===== src/common/wdr_defines.vh =====
// Register offsets, field positions, codes and reset values of the watchdog register block
`ifndef WDR_DEFINES_VH
`define WDR_DEFINES_VH

// ----------------------------------------------------------------
// Register byte addresses (word aligned)
// ----------------------------------------------------------------
`define WDR_ADDR_CTL 4'h0
`define WDR_ADDR_UPPER 4'h4
`define WDR_ADDR_HIGH 4'h8
`define WDR_ADDR_LOW 4'hc
`define WDR_ADDR_CMD 4'h0
`define WDR_AW 4

// ----------------------------------------------------------------
// Unlock codes
// ----------------------------------------------------------------
`define WDR_CODE_FIRST 8'h55
`define WDR_CODE_SECOND 8'haa

// ----------------------------------------------------------------
// Control/status fields
// ----------------------------------------------------------------
`define WDR_BIT_POWER 7
`define WDR_BIT_STOP 6
`define WDR_BIT_WDOG 5
`define WDR_BIT_EXT 4
`define WDR_BIT_SM 0

// ----------------------------------------------------------------
// Reset values
// ----------------------------------------------------------------
`define WDR_RELOAD_RESET 24'h000400
`define WDR_CTL_RESET 8'h80

// ----------------------------------------------------------------
// Reset cause codes
// ----------------------------------------------------------------
`define WDR_CAUSE_NONE 3'h0
`define WDR_CAUSE_POR 3'h1
`define WDR_CAUSE_PIN 3'h2
`define WDR_CAUSE_WDOG 3'h3
`define WDR_CAUSE_DBG 3'h4
`define WDR_CAUSE_SMR_GPIO 3'h5
`define WDR_CAUSE_SMR_WDOG 3'h6

`endif


===== src/hdl/wdr_regs.v =====
// Watchdog reload unlock, reload transfer and reset-cause status register block
// How it works
// - Code writes leave status bits unchanged.
// - Stray write relocks state machine.
// - Reload copied on enable and refresh.
// - Status register read-only, reports reset causes.
// - Read clears upper four bits afterwards.
// - Cause codes map to defined flags.
//
// Chosen here: register access over Wishbone and the register addresses.
`timescale 1ns/1ns
`default_nettype none
`include "wdr_defines.vh"

module wdr_regs
(
	// Clock and reset
	input wire SYS_CLK,
	input wire RST_B,
	// Wishbone slave
	input wire WB_CYC_I,
	input wire WB_STB_I,
	input wire WB_WE_I,
	input wire [`WDR_AW-1:0] WB_ADR_I,
	input wire [3:0] WB_SEL_I,
	input wire [31:0] WB_DAT_I,
	output reg [31:0] WB_DAT_O,
	output wire WB_ACK_O,
	// Register writes elsewhere in the register file
	input wire OTHER_WR,
	// Watchdog control
	input wire WDOG_ENABLE,
	input wire REFRESH_EXEC,
	// Reset cause reporting
	input wire CAUSE_VALID,
	input wire [2:0] CAUSE_CODE,
	input wire STOP_MODE_IN,
	// Counter load
	output reg LOAD_STROBE,
	output reg [23:0] LOAD_VALUE,
	output wire [5:0] LOCK_STATE
);

	// ----------------------------------------------------------------
	// Bus decode
	// ----------------------------------------------------------------
	reg ack_q;
	wire req = WB_CYC_I & WB_STB_I & ~ack_q;
	wire wr = req & WB_WE_I & WB_SEL_I[0];
	wire rd = req & ~WB_WE_I;
	wire hit_ctl = (WB_ADR_I == `WDR_ADDR_CTL);
	wire hit_upper = (WB_ADR_I == `WDR_ADDR_UPPER);
	wire hit_high = (WB_ADR_I == `WDR_ADDR_HIGH);
	wire hit_low = (WB_ADR_I == `WDR_ADDR_LOW);
	wire [7:0] wdat = WB_DAT_I[7:0];

	assign WB_ACK_O = ack_q;

	always @(posedge SYS_CLK or negedge RST_B)
	begin
		if (!RST_B)
			ack_q <= 1'b0;
		else
			ack_q <= req;
	end

	// ----------------------------------------------------------------
	// Unlock sequencer
	// ----------------------------------------------------------------
	wire allow_upper;
	wire allow_high;
	wire allow_low;
	// Every register write elsewhere, and every local write with byte lane 0 enabled, advances or resets the lock, except a repeated first code in ST_CODE1
	wire wr_any = wr | OTHER_WR;

	wdr_unlock_fsm u_fsm
	(
		.clk(SYS_CLK),
		.rst_b(RST_B),
		.wr_ctl(wr & hit_ctl & ~OTHER_WR),
		.wr_data(wdat),
		.wr_upper(wr & hit_upper & ~OTHER_WR),
		.wr_high(wr & hit_high & ~OTHER_WR),
		.wr_low(wr & hit_low & ~OTHER_WR),
		.wr_any(wr_any),
		.allow_upper(allow_upper),
		.allow_high(allow_high),
		.allow_low(allow_low),
		.state(LOCK_STATE)
	);

	// ----------------------------------------------------------------
	// Reload byte registers
	// ----------------------------------------------------------------
	localparam [23:0] reload_rst = `WDR_RELOAD_RESET;
	reg [7:0] reload_upper_byte_q;
	reg [7:0] reload_high_byte_q;
	reg [7:0] reload_low_byte_q;

	always @(posedge SYS_CLK or negedge RST_B)
	begin
		if (!RST_B)
		begin
			reload_upper_byte_q <= reload_rst[23:16];
			reload_high_byte_q <= reload_rst[15:8];
			reload_low_byte_q <= reload_rst[7:0];
		end
		else
		begin
			// Writes land only in the granted order
			if (allow_upper && !OTHER_WR)
				reload_upper_byte_q <= wdat;
			if (allow_high && !OTHER_WR)
				reload_high_byte_q <= wdat;
			if (allow_low && !OTHER_WR)
				reload_low_byte_q <= wdat;
		end
	end

	// ----------------------------------------------------------------
	// Counter load on each enable rising edge and on refresh
	// ----------------------------------------------------------------
	reg enable_q;

	always @(posedge SYS_CLK or negedge RST_B)
	begin
		if (!RST_B)
		begin
			enable_q <= 1'b0;
			LOAD_STROBE <= 1'b0;
			LOAD_VALUE <= 24'h000000;
		end
		else
		begin
			enable_q <= WDOG_ENABLE;
			LOAD_STROBE <= (WDOG_ENABLE & ~enable_q) | REFRESH_EXEC;
			if ((WDOG_ENABLE & ~enable_q) | REFRESH_EXEC)
				LOAD_VALUE <= {reload_upper_byte_q, reload_high_byte_q,
					reload_low_byte_q};
		end
	end

	// ----------------------------------------------------------------
	// Control/status register
	// ----------------------------------------------------------------
	localparam [7:0] ctl_rst = `WDR_CTL_RESET;
	reg [3:0] flags_q;
	reg [3:0] flags_d;
	reg sm_q;
	reg [3:0] cause_flags;
	wire rd_ctl = rd & hit_ctl;

	// Cause decode: power, stop, watchdog, external
	always @*
	begin
		case (CAUSE_CODE)
			`WDR_CAUSE_POR: cause_flags = 4'h8;
			`WDR_CAUSE_DBG: cause_flags = 4'h8;
			`WDR_CAUSE_PIN: cause_flags = 4'h1;
			`WDR_CAUSE_WDOG: cause_flags = 4'h2;
			`WDR_CAUSE_SMR_GPIO: cause_flags = 4'h4;
			`WDR_CAUSE_SMR_WDOG: cause_flags = 4'h6;
			default: cause_flags = 4'h0;
		endcase
	end

	always @*
	begin
		flags_d = flags_q;
		// Read clears first, a new cause in the same cycle wins
		if (rd_ctl)
			flags_d = 4'h0;
		if (CAUSE_VALID && cause_flags != 4'h0)
			flags_d = cause_flags;
	end

	always @(posedge SYS_CLK or negedge RST_B)
	begin
		if (!RST_B)
		begin
			flags_q <= ctl_rst[7:4];
			sm_q <= 1'b0;
		end
		else
		begin
			// Writes, including the codes, never touch these bits
			flags_q <= flags_d;
			sm_q <= STOP_MODE_IN;
		end
	end

	// ----------------------------------------------------------------
	// Read data
	// ----------------------------------------------------------------
	always @(posedge SYS_CLK or negedge RST_B)
	begin
		if (!RST_B)
			WB_DAT_O <= 32'h00000000;
		else if (rd)
		begin
			WB_DAT_O <= 32'h00000000;
			if (hit_ctl)
				WB_DAT_O[7:0] <= {flags_q, 3'h0, sm_q};
			else if (hit_upper)
				WB_DAT_O[7:0] <= reload_upper_byte_q;
			else if (hit_high)
				WB_DAT_O[7:0] <= reload_high_byte_q;
			else if (hit_low)
				WB_DAT_O[7:0] <= reload_low_byte_q;
		end
	end

endmodule // wdr_regs

`default_nettype wire


===== src/hdl/wdr_unlock_fsm.v =====
// Ordered unlock sequencer guarding the reload byte registers
`timescale 1ns/1ns
`default_nettype none
`include "wdr_defines.vh"

module wdr_unlock_fsm
(
	// Clock and reset
	input wire clk,
	input wire rst_b,
	// Register write events
	input wire wr_ctl,
	input wire [7:0] wr_data,
	input wire wr_upper,
	input wire wr_high,
	input wire wr_low,
	input wire wr_any,
	// Grants
	output wire allow_upper,
	output wire allow_high,
	output wire allow_low,
	output wire [5:0] state
);

	// ----------------------------------------------------------------
	// States
	// ----------------------------------------------------------------
	localparam [5:0] ST_LOCKED = 6'h01;
	localparam [5:0] ST_CODE1 = 6'h02;
	localparam [5:0] ST_CODE2 = 6'h04;
	localparam [5:0] ST_UPPER = 6'h08;
	localparam [5:0] ST_HIGH = 6'h10;
	localparam [5:0] ST_SPARE = 6'h20;

	reg [5:0] state_q;
	reg [5:0] state_d;

	assign allow_upper = (state_q == ST_CODE2) & wr_upper;
	assign allow_high = (state_q == ST_UPPER) & wr_high;
	assign allow_low = (state_q == ST_HIGH) & wr_low;
	assign state = state_q;

	always @*
	begin
		state_d = state_q;
		if (wr_any)
		begin
			// Any write that is not the expected next step relocks, except a repeated first code in ST_CODE1
			state_d = ST_LOCKED;
			case (state_q)
				ST_LOCKED:
				begin
					if (wr_ctl && wr_data == `WDR_CODE_FIRST)
						state_d = ST_CODE1;
				end
				ST_CODE1:
				begin
					if (wr_ctl && wr_data == `WDR_CODE_SECOND)
						state_d = ST_CODE2;
					else if (wr_ctl && wr_data == `WDR_CODE_FIRST)
						state_d = ST_CODE1;
				end
				ST_CODE2:
				begin
					if (wr_upper)
						state_d = ST_UPPER;
				end
				ST_UPPER:
				begin
					if (wr_high)
						state_d = ST_HIGH;
				end
				ST_HIGH:
				begin
					// Low byte ends the sequence and relocks
					state_d = ST_LOCKED;
				end
				default:
				begin
					state_d = ST_LOCKED;
				end
			endcase
		end
	end

	always @(posedge clk or negedge rst_b)
	begin
		if (!rst_b)
			state_q <= ST_LOCKED;
		else
			state_q <= state_d;
	end

endmodule // wdr_unlock_fsm

`default_nettype wire


===== config.mk =====
export PLATFORM = sky130hd
export DESIGN_NAME = wdr_regs
export DESIGN_NICKNAME = d
export VERILOG_FILES = /design/src/hdl/wdr_regs.v /design/src/hdl/wdr_unlock_fsm.v
export VERILOG_INCLUDE_DIRS = /design/src /design/src/common
export SDC_FILE = /design/constraint.sdc
export NUM_CORES = 1
export LEC_CHECK = 0
export BUFFER_PORTS_ARGS = -buffer_cell sky130_fd_sc_hd__clkbuf_2
export CAP_MARGIN = 0
export CORE_MARGIN = 4
export CORE_UTILIZATION = 30
export DETAILED_ROUTE_END_ITERATION = 7
export GPL_ROUTABILITY_DRIVEN = 0
export PLACE_DENSITY = 0.65
export SETUP_SLACK_MARGIN = 0.05
export SYNTH_ARGS = -nofsm -noshare
export SYNTH_HDL_FRONTEND = slang
export SYNTH_HIERARCHICAL = 1
export SYNTH_SLANG_ARGS = --single-unit

===== constraint.sdc =====
create_clock -name SYS_CLK -period 1.96 [get_ports SYS_CLK]
set_input_delay 0.196 -clock SYS_CLK [delete_from_list [all_inputs] [get_ports SYS_CLK]]
set_output_delay 0.196 -clock SYS_CLK [all_outputs]
set_load 0.005 [all_outputs]

* Yosys cells after proc, flatten, opt, wreduce, memory -nomap -nowiden *
Index checks and enable logic that the tools add are counted.

word-level totals
  register bits after elaboration = 70
  output and inout port bits = 64
  logic and storage cells = 74

operators by class
  equality and inequality tests = 16
  mux-type cells = 12
  bitwise gates (word level) = 24
  reductions and logical operators = 11

operators with widths
  operator                                                                number
  8-bit 2-to-1 mux                                                        4
  6-bit case mux with 4 select lines                                      1
  4-bit case mux with 5 select lines                                      1
  1-bit AND                                                               18
  4-bit 2-to-1 mux                                                        3
  3-bit equality test (second input constant)                             3
  4-bit equality test (second input constant)                             2
  8-bit by 7-bit equality test with 1-bit output (second input constant)  1
  8-bit equality test (second input constant)                             1
  3-bit by 2-bit equality test with 1-bit output (second input constant)  2
  6-bit by 1-bit equality test with 1-bit output (second input constant)  1
  6-bit by 2-bit equality test with 1-bit output (second input constant)  1
  6-bit by 3-bit equality test with 1-bit output (second input constant)  1
  6-bit by 4-bit equality test with 1-bit output (second input constant)  1
  6-bit by 5-bit equality test with 1-bit output (second input constant)  1
  1-bit logical AND                                                       6
  5-bit 2-to-1 mux                                                        1
  4-bit by 3-bit equality test with 1-bit output (second input constant)  1
  4-bit logical NOT                                                       1
  1-bit inverter                                                          4
  4-bit nonzero test                                                      1
  3-bit by 1-bit equality test with 1-bit output (second input constant)  1
  3-bit 2-to-1 mux                                                        1
  2-bit 2-to-1 mux                                                        1
  4 further kinds                                                         5

* Logic depth before layout (Yosys ltp) *
Gate-level depths: netlist of run 1.

  word-level depth = 10
  depth in mapped cells = 9
  depth with buffers taken out = 7

* Cells and area by module *
Netlist of run 1, hierarchy kept.

modules (own cells, without submodules)
  module          instances  cells each  area an instance (um^2)  sequential area each (um^2)
  wdr_regs        1          231         2921.6                   1604.0
  wdr_unlock_fsm  1          42          380.4                    126.4

* Least setup slack after synthesis of run 1 *
Ideal clock, no wire load.

  path type = register to register
  from = register ack_q, in the netlist WB_ACK_O
  to = register reload_high_byte_q[0]
  library setup time = 125 ps
  data arrival time = 1932 ps
  data required time = 1835 ps
  path slack = -97 ps
  cell stages (with the launch flop) = 9
  period minus slack after synthesis = 2057 ps
  path through = dfrtp_1 and3b_1 nand4b_1 nor4b_1 nand3b_1 nor2_2 nor2b_1 buf_2 mux2_2

on the way
  cells in the longest elaborated chain, start to end = 8

RTL lines
  what                    RTL line             source
  start, declared         wdr_regs.v:47        reg ack_q;
  start signal, assigned  wdr_regs.v:64        ack_q <= req;
  1-bit inverter          wdr_regs.v:48        wire req = WB_CYC_I & WB_STB_I & ~ack_q;
  1-bit AND               wdr_regs.v:48
  net req                 wdr_regs.v:48
  1-bit AND (2 in a row)  wdr_regs.v:49        wire wr = req & WB_WE_I & WB_SEL_I[0];
  1-bit AND (2 in a row)  wdr_regs.v:83        .wr_high(wr & hit_high & ~OTHER_WR),
  1-bit AND               wdr_unlock_fsm.v:39  assign allow_high = (state_q == ST_UPPER) & wr_high;
  net allow_high          wdr_regs.v:71        wire allow_high;
  1-bit logical AND       wdr_regs.v:113       if (allow_high && !OTHER_WR)
  end signal, assigned    wdr_regs.v:105       reload_high_byte_q <= reload_rst[15:8];
  end signal, assigned    wdr_regs.v:114       reload_high_byte_q <= wdat;
  end, declared           wdr_regs.v:97        reg [7:0] reload_high_byte_q;

The timed path passes the listed nets, and every way through them passes these cells.
A chain may end at the register's enable or synchronous reset.

* Worst setup path after layout of run 1 *
  from = register ack_q, in the netlist WB_ACK_O
  to = register reload_low_byte_q[1]

on the way
  cells in the longest elaborated chain, start to end = 8

RTL lines
  what                    RTL line             source
  1-bit inverter          wdr_regs.v:48
  1-bit AND               wdr_regs.v:48
  net req                 wdr_regs.v:48
  1-bit AND (2 in a row)  wdr_regs.v:49
  1-bit AND (2 in a row)  wdr_regs.v:84        .wr_low(wr & hit_low & ~OTHER_WR),
  1-bit AND               wdr_unlock_fsm.v:40  assign allow_low = (state_q == ST_HIGH) & wr_low;
  net allow_low           wdr_regs.v:72        wire allow_low;
  1-bit logical AND       wdr_regs.v:115       if (allow_low && !OTHER_WR)
  end signal, assigned    wdr_regs.v:106       reload_low_byte_q <= reload_rst[7:0];
  end signal, assigned    wdr_regs.v:116       reload_low_byte_q <= wdat;
  end, declared           wdr_regs.v:98        reg [7:0] reload_low_byte_q;

The timed path passes the listed nets, and every way through them passes these cells.

==> run summary, run 1 <==
The flow ran to the end, but the final reports show violations. The final reports fail on setup timing. The endpoint of the worst setup timing path is reload_low_byte_q[1]. The average size of a mapped cell is 12.1 um^2. The library cell used most frequently in the layout, excluding fill and tap cells, is sky130_fd_sc_hd__dfrtp_1.

The setup violation total in the final timing report is 24. The leakage power came out at 2.10 nW. The clock reaches the later pin of the worst-skew pair after 0.34 ns.

The worst IR drop on VDD came out at 0.380 mV. The port buffer count came out at 64. The average vias per placed instance came out at 4.63.

In this run, synthesis inferred 0 flip-flops with an integrated enable. The cell count after synthesis is 273. The launching instance or port of the critical path is WB_ACK_O. Across every metal layer, demand over resource in global routing totals 12.1%. Timing analysis after detailed placement gives a worst setup slack of -0.218 ns.

The number of failing hold endpoints at the final stage came out at 0. The routed via count came out at 2351. The relative slew slack is 63.8%.

The Yosys warning count came out at 6. Buffers inserted during clock tree synthesis total 9. The H-tree was split into 3 levels. The netlist area before placement is 3300 um^2. The count of unresolved DRC violations after routing is 0. The first detailed-routing pass ran for 4 iterations. At the pin with the least slew margin, the transition time is 0.538 ns. The final critical-path setup slack is -0.186 ns. Max-cap violations in this run came to 0. The design draws 0.00306 W. The category of the most critical setup path is flip-flop to flip-flop.

The start of the worst register-to-register path is WB_ACK_O. The highest net fanout along the worst path came out at 8. The overall overflow remaining after global route is 0. Setup repair after global routing could not meet its margin everywhere.

The peak clock frequency supported by timing is 0.466 GHz. Clock-pin slew was measured on the worst setup and hold paths at 0.07 ns. The most used flip-flop cell after synthesis is sky130_fd_sc_hd__dfrtp_1. The worst reg2reg path endpoint is reload_low_byte_q[1]. The worst endpoint data arrival time is 2.36 ns. The initial antenna violation count came to 0. The category of the worst setup path capture point is a flip-flop. The proportion of layout cells with a drive suffix above 1 came out at 46.7%. During I/O placement, the number of pins put on the boundary was 117. The count of cells in the finished layout, fillers not included, comes to 508. The row count is 38. The total die area came out at 12700 um^2. The repair_antennas step left the layout with diodes totalling 0. The count of filler cells inserted in the layout came out at 1027.

Entering global routing, the biggest net connects 70 pins. The clock drives 69 sinks. TritonCTS built the clock tree.

Counting flops and latches in the post-synthesis netlist gives 69. The first-iteration detailed-routing DRC count is 123. The number of placed instances, taps included, is 485. In the synthesized netlist the async set-or-reset flop fraction comes to 100%.

The effective utilization at floorplan came out at 30.6%. Counting I/O delays and the setup requirement, the final critical path takes 2.15 ns. Across the routed clock network, the largest skew measured is 0.00666 ns. The core area came out at 10800 um^2. The number of nets in the layout came out at 416. The overall die height is 113 um. The floorplan die width is 113 um. Counting cells, the worst reg-to-reg path comes to 8. In this run the clock root is driven by a sky130_fd_sc_hd__clkbuf_8. The area growth from synthesis to layout is 28.3%. The startpoint type of the worst setup path is a flip-flop. Once detail routing completed, the nets flagged for antenna violations numbered 0. The worst-case register-to-register setup slack came out at -0.19 ns. The power density relative to cell area came out at 722 nW/um^2. The top cell types in the final layout, fill and taps aside, are sky130_fd_sc_hd__dfrtp_1, sky130_fd_sc_hd__clkbuf_2, sky130_fd_sc_hd__mux2_2. The first-pass GRT wire length came out at 12200 um. After legalization and detailed placement, the total HPWL measured 5710 um. The path class of the tightest hold or removal check is input pin to flip-flop. The via count of the first global-routing pass came out at 2383. The fraction of the yosys area taken by sequential cells came out at 52.4%.

The count of final max-slew check failures came out at 0. The wire length per cell is 15.5 um. In the finished design, the share of the clock period the worst path needs comes to 110%. The required time at the worst-slack endpoint is 2.18 ns.

The worst-case clock buffer depth came out at 2. The detailed-route wire length came out at 7860 um. Synthesis instantiated 46 different standard cells from the library.
[cells by family (layout without fill, tap and decap cells)]
kind of cell           after synthesis  after routing  synth area share [%]
XOR/XNOR                             2              2                 0.531
buffers and inverters               43            115                  8.45
AND/OR/NAND/NOR                     57             57                  11.4
other                                2             25                 0.227
AO/OA/AOI/OAI                       50             50                  9.97
flip-flops                          69             69                  52.4
multiplexers                        50             50                  17.1
[worst min-delay path by stage]
stage / start / to / slack, ns / depth (start not counted)
CTS: CAUSE_VALID / flags_q[3] / 0.11 / 3
floorplan: RST_B / LOAD_STROBE / -0.1 / 0
global route: CAUSE_CODE[2] / flags_q[0] / 0.14 / 2
detailed placement: RST_B / LOAD_STROBE / 0.24 / 2
global placement: RST_B / LOAD_STROBE / 0.24 / 2
finish: CAUSE_VALID / flags_q[3] / 0.13 / 3
[cell type report]
type                            count  area (um^2)  share of cell area (%)
Tap cell                          140          175                    4.13
Timing Repair Buffer               94          588                    13.9
Inverter                            5         18.8                   0.443
Sequential cell                    69         1730                    40.8
Clock inverter                      5         82.6                    1.95
Clock buffer                       11          141                    3.34
Multi-Input combinational cell    184         1500                    35.4
[power breakdown]
part / switching [W] / internal, W / total, W
Combinational: 0.000172 / 0.000122 / 0.000294
Sequential: 0.0000192 / 0.00146 / 0.00148
Clock: 0.000526 / 0.000756 / 0.00128
[worst max-delay path, cell delays in order (launching register included)]
cell and delay (ns):
sky130_fd_sc_hd__dfrtp_1 0.38, sky130_fd_sc_hd__and3b_1 0.23, sky130_fd_sc_hd__nand4b_1 0.18, sky130_fd_sc_hd__buf_4 0.22, sky130_fd_sc_hd__nor4_4 0.22, sky130_fd_sc_hd__and3_1 0.20, sky130_fd_sc_hd__nor2b_4 0.15, sky130_fd_sc_hd__buf_8 0.15
sky130_fd_sc_hd__mux2_4 0.31
[sequential cells by signal, indices dropped and copies added, names as in the netlist]
name,flops
LOAD_VALUE,24
WB_DAT_O,8
reload_high_byte_q,8
reload_low_byte_q,8
reload_upper_byte_q,8
u_fsm/state,5
flags_q,4
LOAD_STROBE,1
WB_ACK_O,1
enable_q,1
sm_q,1
[metrics by stage]
stage / setup TNS (ns) / instance area, um^2 / util [%] / hold WS (ns)
after CTS: -4.06 / 4150 / 38.4 / 0.112
after floorplan: -0.487 / 3390 / - / -0.0996
final: -3.19 / 4240 / 39.3 / 0.128
after global placement: -3.41 / 3810 / 35.3 / 0.244
after global routing: -5.60 / 4240 / 39.3 / 0.138
after detailed placement: -3.99 / 3810 / 35.3 / 0.244
[cell usage after synthesis, types with 2 or more instances]
cell type | n | area share (%)
sky130_fd_sc_hd__dfrtp_1 | 66 | 50
sky130_fd_sc_hd__mux2_2 | 48 | 16
sky130_fd_sc_hd__buf_4 | 25 | 5.7
sky130_fd_sc_hd__o21ai_1 | 13 | 2.0
sky130_fd_sc_hd__a21oi_1 | 11 | 1.7
sky130_fd_sc_hd__a21o_1 | 9 | 2.0
sky130_fd_sc_hd__nand2_1 | 9 | 1.0
sky130_fd_sc_hd__nand3b_1 | 8 | 1.8
sky130_fd_sc_hd__nor2_1 | 8 | 0.91
sky130_fd_sc_hd__buf_2 | 7 | 1.1
sky130_fd_sc_hd__o2111ai_1 | 5 | 1.3
sky130_fd_sc_hd__clkbuf_1 | 4 | 0.45
sky130_fd_sc_hd__inv_1 | 4 | 0.45
sky130_fd_sc_hd__o211ai_1 | 4 | 0.91
sky130_fd_sc_hd__dfstp_2 | 3 | 2.4
sky130_fd_sc_hd__nand3_1 | 3 | 0.45
sky130_fd_sc_hd__nor2b_1 | 3 | 0.57
sky130_fd_sc_hd__nor4_1 | 3 | 0.57
sky130_fd_sc_hd__nor4bb_1 | 3 | 0.91
sky130_fd_sc_hd__and3_1 | 2 | 0.38
sky130_fd_sc_hd__and3b_1 | 2 | 0.53
sky130_fd_sc_hd__buf_6 | 2 | 0.68
sky130_fd_sc_hd__conb_1 | 2 | 0.23
sky130_fd_sc_hd__mux2_1 | 2 | 0.68
sky130_fd_sc_hd__nand4_1 | 2 | 0.38
sky130_fd_sc_hd__nand4b_1 | 2 | 0.53
sky130_fd_sc_hd__nor2_2 | 2 | 0.38
sky130_fd_sc_hd__o22ai_1 | 2 | 0.38
sky130_fd_sc_hd__xor2_1 | 2 | 0.53
[per-layer routing]
metal,share of wire [%],wire (um),track usage [%]
met5,0,0,0
met2,45,3540,18.6
met4,2.2,174,5.69
met3,5.9,467,3.64
met1,47,3670,15.6
[repair_timing]
| action | in CTS | in global routing |
|---|---|---|
| hold buffers | 3 | 0 |
| pin swaps | 2 | 3 |
| setup endpoints to repair | 24 | 25 |
| hold endpoints to repair | 68 | 0 |
| setup buffers | 3 | 1 |
| gates resized for setup | 14 | 22 |
Note: power is estimated with default switching activity, not from simulation.
==> run 2: changes to the inputs <==
Settings changed: ABC_CLOCK_PERIOD_IN_PS set to 1960, PLACE_DENSITY 0.65 to 0.53.
==> run summary, run 2 (synthesis results as in run 1) <==
The run finished, with violations left. The final reports fail on setup timing. Following the worst setup path forward leads to its endpoint at reload_low_byte_q[3]. At the worst endpoint, the required time is 2.19 ns.

The number of detailed-route iterations in the first pass is 4. The port buffer count came out at 64. The proportion of layout cells with a drive suffix above 1 is 47.4%. The first global-routing pass estimated 12800 um of wire. The min-delay analysis places its worst path in the category input pin to flip-flop. Row generation in the floorplan step produced 38 rows. The pre-CTS setup slack is -0.185 ns.

Once detailed placement completed, the half-perimeter wirelength came to 5550 um. The peak clock frequency supported by timing is 0.482 GHz. The flip-flop count of the largest register after layout is 24. The diode insertion count for antenna repair is 0. The clock reaches the later pin of the worst-skew pair after 0.35 ns. The clock net sink count is 69.

For this block, the routed nets add up to 7800 um of wire. The worst-case register-to-register setup slack came out at -0.12 ns. Measured in cells, the most critical reg-to-reg path has a length of 8. After clock tree synthesis, the clock-pin slew on the worst setup and hold paths is 0.07 ns. Dividing total power by cell area gives a power density of 694 nW/um^2.

The startpoint identified for the worst register-to-register timing path is WB_ACK_O. The via count of the first global-routing pass was 2400. TritonCTS built the clock tree. The clock tree skew after final layout is 0.00648 ns. The critical path starts at WB_ACK_O. In this run the tightest slew margin relative to its limit is 61.0%.

The post-layout minimum cycle time is 2.08 ns. The number of I/O pins came out at 117. The final critical-path setup slack came out at -0.115 ns. The worst endpoint data arrival time is 2.30 ns.

The floorplan die width came out at 113 um. In this run the number of H-tree levels came out at 3. The count of unresolved DRC violations after routing is 0.

In this run the standard cell core region covers 10800 um^2. At the pin with the least slew margin, the transition time is 0.580 ns. The number of failing hold endpoints at the final stage is 0. More flip-flops sit in one register than any other, and that register is LOAD_VALUE. The highest net fanout along the worst path is 8. In this run, the clock network consumes 39.7% of the power.

The sequential cells in the finished layout cover a total of 1730 um^2. The worst reg2reg path endpoint is reload_low_byte_q[3]. The design draws 0.00294 W. The total clock buffers created by CTS came out at 9. Combinational cells account for 9.9% of the total power. The area used by multi-input combinational logic is 1520 um^2. The final instance area is 4240 um^2. The worst setup path is launched from a flip-flop. No sink is reached through more buffers than the 2 on the longest clock path.

The post-place instance area came out at 3800 um^2. The number of nets in the layout came out at 417. The overall die height came out at 113 um.

Counting the fill cells in the layout gives 1069. The power spent charging and discharging nets is 0.000735 W. Detailed routing inserted a total of 2340 vias. In the layout the commonest cells are sky130_fd_sc_hd__dfrtp_1, sky130_fd_sc_hd__clkbuf_2, sky130_fd_sc_hd__conb_1. The count of final max-slew check failures is 0.

The switching power as a share of total power came out at 24.9%. Setup repair after global routing could not meet its margin everywhere. The category of the most critical setup path is flip-flop to flip-flop. The initial antenna violation count is 0.

The setup violation total in the final timing report is 24. The final sum of negative setup slack is -2.14 ns. The largest net degree at the start of global routing came out at 70. Dividing the detail-routed via count by the number of cells gives 4.60. The overall overflow remaining after global route came out at 0.

Counting instances, the worst hold path has a depth of 2. The first-iteration detailed-routing DRC count is 79. The count of nets left with antenna violations once routing finished came out at 0. The wire length per cell is 15.3 um. Sequential cells account for 50.4% of the total power. The category of the worst setup path capture point is a flip-flop.

The total die area came out at 12700 um^2. The final period utilization is 106%. Across the run, the number of max-cap violations was 0. VDD sags by at most 0.383 mV.

CTS placed an instance of sky130_fd_sc_hd__clkbuf_8 at the clock tree root. The leakage power is 2.11 nW. Leaving out fill and tap cells, the most frequent cell in the layout is sky130_fd_sc_hd__dfrtp_1. The global routing usage summed across all routing layers came out at 12.8%. The internal power came out at 0.00221 W. The effective utilization at floorplan is 30.6%.

Relative to the synthesized area, the layout overhead comes to 28.5%.
==> run 2: cell types whose count changed in the layout (fill, tap and decap cells not counted), sizes merged <==
cell / delta
buf: +1
bufinv: -1
clkinv: -1
clkinvlp: +2
==> run 2: how the worst min path moves through the flow <==
stage / from / end / slack [ns]
4_1_cts: CAUSE_CODE[2] / flags_q[0] / 0.10
3_3_place_gp: RST_B / enable_q / 0.25
5_1_grt: CAUSE_CODE[2] / flags_q[0] / 0.12
6_report: CAUSE_CODE[2] / flags_q[0] / 0.12
2_1_floorplan: RST_B / LOAD_STROBE / -0.1
3_5_place_dp: RST_B / LOAD_VALUE[3] / 0.25
==> run 2: critical path: stages, from the launching register on <==
cell	delay [ns]
sky130_fd_sc_hd__dfrtp_1	0.38
sky130_fd_sc_hd__and3b_1	0.23
sky130_fd_sc_hd__nand4b_1	0.15
sky130_fd_sc_hd__buf_4	0.20
sky130_fd_sc_hd__nor4_4	0.20
sky130_fd_sc_hd__and3_1	0.19
sky130_fd_sc_hd__nor2b_4	0.15
sky130_fd_sc_hd__buf_8	0.15
sky130_fd_sc_hd__mux2_4	0.30
==> run 2: power by group through the flow <==
| stage | combinational, W | sequential (W) | clock, W |
|---|---|---|---|
| CTS | 0.000296 | 0.00148 | 0.00122 |
| finish | 0.000292 | 0.00148 | 0.00117 |
| detailed placement | 0.000282 | 0.00151 | 0 |
| global route | 0.000330 | 0.00149 | 0.00128 |
| floorplan | 0.000158 | 0.00151 | 0 |
| global placement | 0.000280 | 0.00151 | 0 |
==> run 2: cell type report <==
class,instances,area share [%]
sequential,69,40.8
multi-input combinational,184,35.9
timing repair buffer,95,14.0
tap,140,4.13
clock buffer,11,3.33
clock inverter,5,1.39
inverter,5,0.442
==> run 2: routing by layer <==
metal / vias to the layer above / global-route usage [%] / routed length [um]
met1: 1149 / 18.0 / 3820
met5: - / 0 / 0
met4: 0 / 3.69 / 112
li1: 1118 / - / -
met2: 63 / 19.2 / 3500
met3: 10 / 3.48 / 364
==> run 2: stage by stage <==
step / instances / util, % / hold WS (ns)
2_1_floorplan: 296 / - / -0.0996
3_5_place_dp: 484 / 35.2 / 0.249
6_report: 509 / 39.3 / 0.123
5_1_grt: 509 / 39.3 / 0.120
3_3_place_gp: 484 / 35.2 / 0.252
4_1_cts: 508 / 39.1 / 0.101
==> run 2: what timing repair did <==
item / in CTS / in global routing
resized for setup: 39 / 3
pin swaps: 4 / 10
hold buffers: 3 / 0
endpoints found under the setup margin: 24 / 26
buffers inserted: 5 / 3
hold endpoints to repair: 68 / 0
==> run 3: changes to the inputs <==
Settings changed: CTS_BUF_LIST set to sky130_fd_sc_hd__clkbuf_8, HOLD_SLACK_MARGIN set to 0.15.
==> run summary, run 3 (synthesis results as in run 1) <==
The clock-pin slew on the worst setup and hold paths came out at 0.07 ns. The total of max-cap violations came out at 0. The count of final max-slew check failures is 0. Setup repair after global routing could not meet its margin everywhere. The number of detailed-route iterations in the first pass came out at 4.

The combinational cell fraction of total power came out at 10.2%. The final instance area came out at 4300 um^2. The final-layout worst hold slack came out at 0.170 ns. In this run, CTS created clock tree buffers numbering 9.

The first global-routing pass estimated 12900 um of wire. The flip-flop count of the largest register after layout is 24. At the pin with the least slew margin, the transition time is 0.569 ns.

Ranked by flip-flop count, first place goes to LOAD_VALUE. In this run the worst path has a maximum fanout of 8. After detailed routing, the number of remaining DRC violations is 0.

Global routing used 12.9% of the available tracks. For the final routed database, the setup TNS stands at -2.11 ns. The critical path in this run is classified as flip-flop to flip-flop. The longest clock path from root to sink contains 2 buffers. Once placement finished, the instance area stood at 3800 um^2. The leakage power came out at 2.13 nW. Sequential cells account for 50.2% of the total power. TritonCTS built the clock tree. The initial antenna violation count came out at 0. Fill cells in the final layout number 1065. The proportion of layout cells with a drive suffix above 1 came out at 46.7%. Summed over all layers, the routed wires come to 7880 um. The core area is 10800 um^2. The via count of the first global-routing pass is 2436. The first-iteration detailed-routing DRC count came out at 62. At the worst endpoint, the required time is 2.19 ns. The post-layout minimum cycle time is 2.08 ns.

In this run switching power makes up 25.1% of total power. The clock network fraction of total power came out at 39.6%. The placed wire-length estimate came out at 5550 um. The flow ran to the end, but the final reports show violations.

The tree is rooted in a sky130_fd_sc_hd__clkbuf_8. The post-route antenna net violation count came out at 0. The row count came out at 38. The total placed cells including tap cells came out at 484. From left edge to right edge, the die measures 113 um. The total die area came out at 12700 um^2. The layout-stage area growth over the synthesis result is 30.4%. The number of I/O pins is 117. The final critical-path setup slack came out at -0.117 ns. The port buffer count is 64.

The number of nets in the layout is 423. The clock net sink count is 69. The power density relative to cell area came out at 686 nW/um^2. The internal power came out at 0.00221 W.

Entering global routing, the biggest net connects 70 pins. The overall overflow remaining after global route came out at 0. The final core utilization is 39.9%.

The worst-skew pair later-pin latency is 0.35 ns. The worst setup path is launched from a flip-flop. In the layout the commonest cells are sky130_fd_sc_hd__dfrtp_1, sky130_fd_sc_hd__clkbuf_2, sky130_fd_sc_hd__conb_1.

Dividing the detail-routed wire length by the instance count gives 15.3 um. The relative slew slack came out at 61.8%. The power spent charging and discharging nets came out at 0.000741 W.

The number of failing hold endpoints at the final stage is 0. The overall die height is 113 um. The diode insertion count for antenna repair is 0. The finished layout holds 515 standard cells, fillers aside.

The effective utilization at floorplan came out at 30.6%. The checks that failed: setup timing. The class of the most critical hold timing path is input pin to flip-flop. Derived from the worst setup path, the maximum achievable clock frequency is 0.482 GHz. The worst setup path is captured at a flip-flop. The worst IR drop on VDD is 0.386 mV.

CTS built an H-tree with a depth of 3. The clock tree skew after final layout came out at 0.00753 ns. The routed layout has 2340 vias. The most common library cell in the layout ignoring fill and taps is sky130_fd_sc_hd__dfrtp_1.

The final period utilization is 106%. The setup violation total in the final timing report is 24. The worst endpoint data arrival time came out at 2.31 ns. The average vias per placed instance came out at 4.54.
## run 3: cell types whose count changed in the layout (fill, tap and decap cells not counted), sizes merged
| cell | before | now |
|---|---|---|
| clkbuf | 74 | 73 |
| dlygate4sd3 | 3 | 9 |
| inv | 6 | 7 |
## run 3: worst paths after layout
check                            startpoint                    to  slack [ns]  depth (start not counted)
worst min register to register  WB_DAT_O[1]           WB_DAT_O[1]        0.49                          2
min in group asynchronous             RST_B        u_fsm/state[2]        0.39                          3
worst max-delay path               WB_ACK_O  reload_low_byte_q[3]       -0.12                          8
worst min-delay path            WB_DAT_I[7]  reload_low_byte_q[7]        0.17                          2
max in group asynchronous             RST_B            flags_q[3]        1.22                          3
worst max register to register     WB_ACK_O  reload_low_byte_q[3]       -0.12                          8
## run 3: critical path: stages, from the launching register on
cell and delay [ns]:
sky130_fd_sc_hd__dfrtp_1 0.38, sky130_fd_sc_hd__and3b_1 0.23, sky130_fd_sc_hd__nand4b_1 0.15, sky130_fd_sc_hd__buf_4 0.20, sky130_fd_sc_hd__nor4_4 0.20, sky130_fd_sc_hd__and3_1 0.19, sky130_fd_sc_hd__nor2b_4 0.15, sky130_fd_sc_hd__buf_8 0.16
sky130_fd_sc_hd__mux2_4 0.30
## run 3: final cells by class
class,instances,area [um^2],share of cell area [%]
Tap cell,140,175,4.07
Clock inverter,6,62.6,1.45
Multi-Input combinational cell,184,1520,35.4
Inverter,5,18.8,0.436
Timing Repair Buffer,101,656,15.2
Sequential cell,69,1730,40.2
Clock buffer,10,138,3.20
## run 3: power by group through the flow
| stage | Clock, W | Sequential [W] | Combinational [W] |
|---|---|---|---|
| global route | 0.00128 | 0.00149 | 0.000341 |
| finish | 0.00117 | 0.00148 | 0.000302 |
| detailed placement | 0 | 0.00151 | 0.000282 |
| global placement | 0 | 0.00151 | 0.000280 |
| floorplan | 0 | 0.00151 | 0.000158 |
| CTS | 0.00121 | 0.00148 | 0.000306 |
## run 3: through the flow
stage | total power (W) | setup WS, ns
floorplan | 0.00167 | -0.0660
global placement | 0.00179 | -0.175
detailed placement | 0.00179 | -0.185
CTS | 0.00300 | -0.136
global route | 0.00310 | -0.196
finish | 0.00295 | -0.117
## run 3: metal layers
layer	part of all wire, %	vias to the layer above	track usage [%]	wire length (um)
met1	49	1136	18.1	3860
li1	-	1131	-	-
met5	0	-	0	0
met3	4.9	11	3.42	386
met4	1.4	0	3.69	111
met2	45	62	19.5	3520
## run 3: what timing repair did
action | CTS | global route
endpoints found under the setup margin | 24 | 26
pin swaps | 4 | 10
hold buffers | 9 | 0
endpoints found under the hold margin | 77 | 0
buffers inserted | 5 | 3
gates resized for setup | 39 | 3
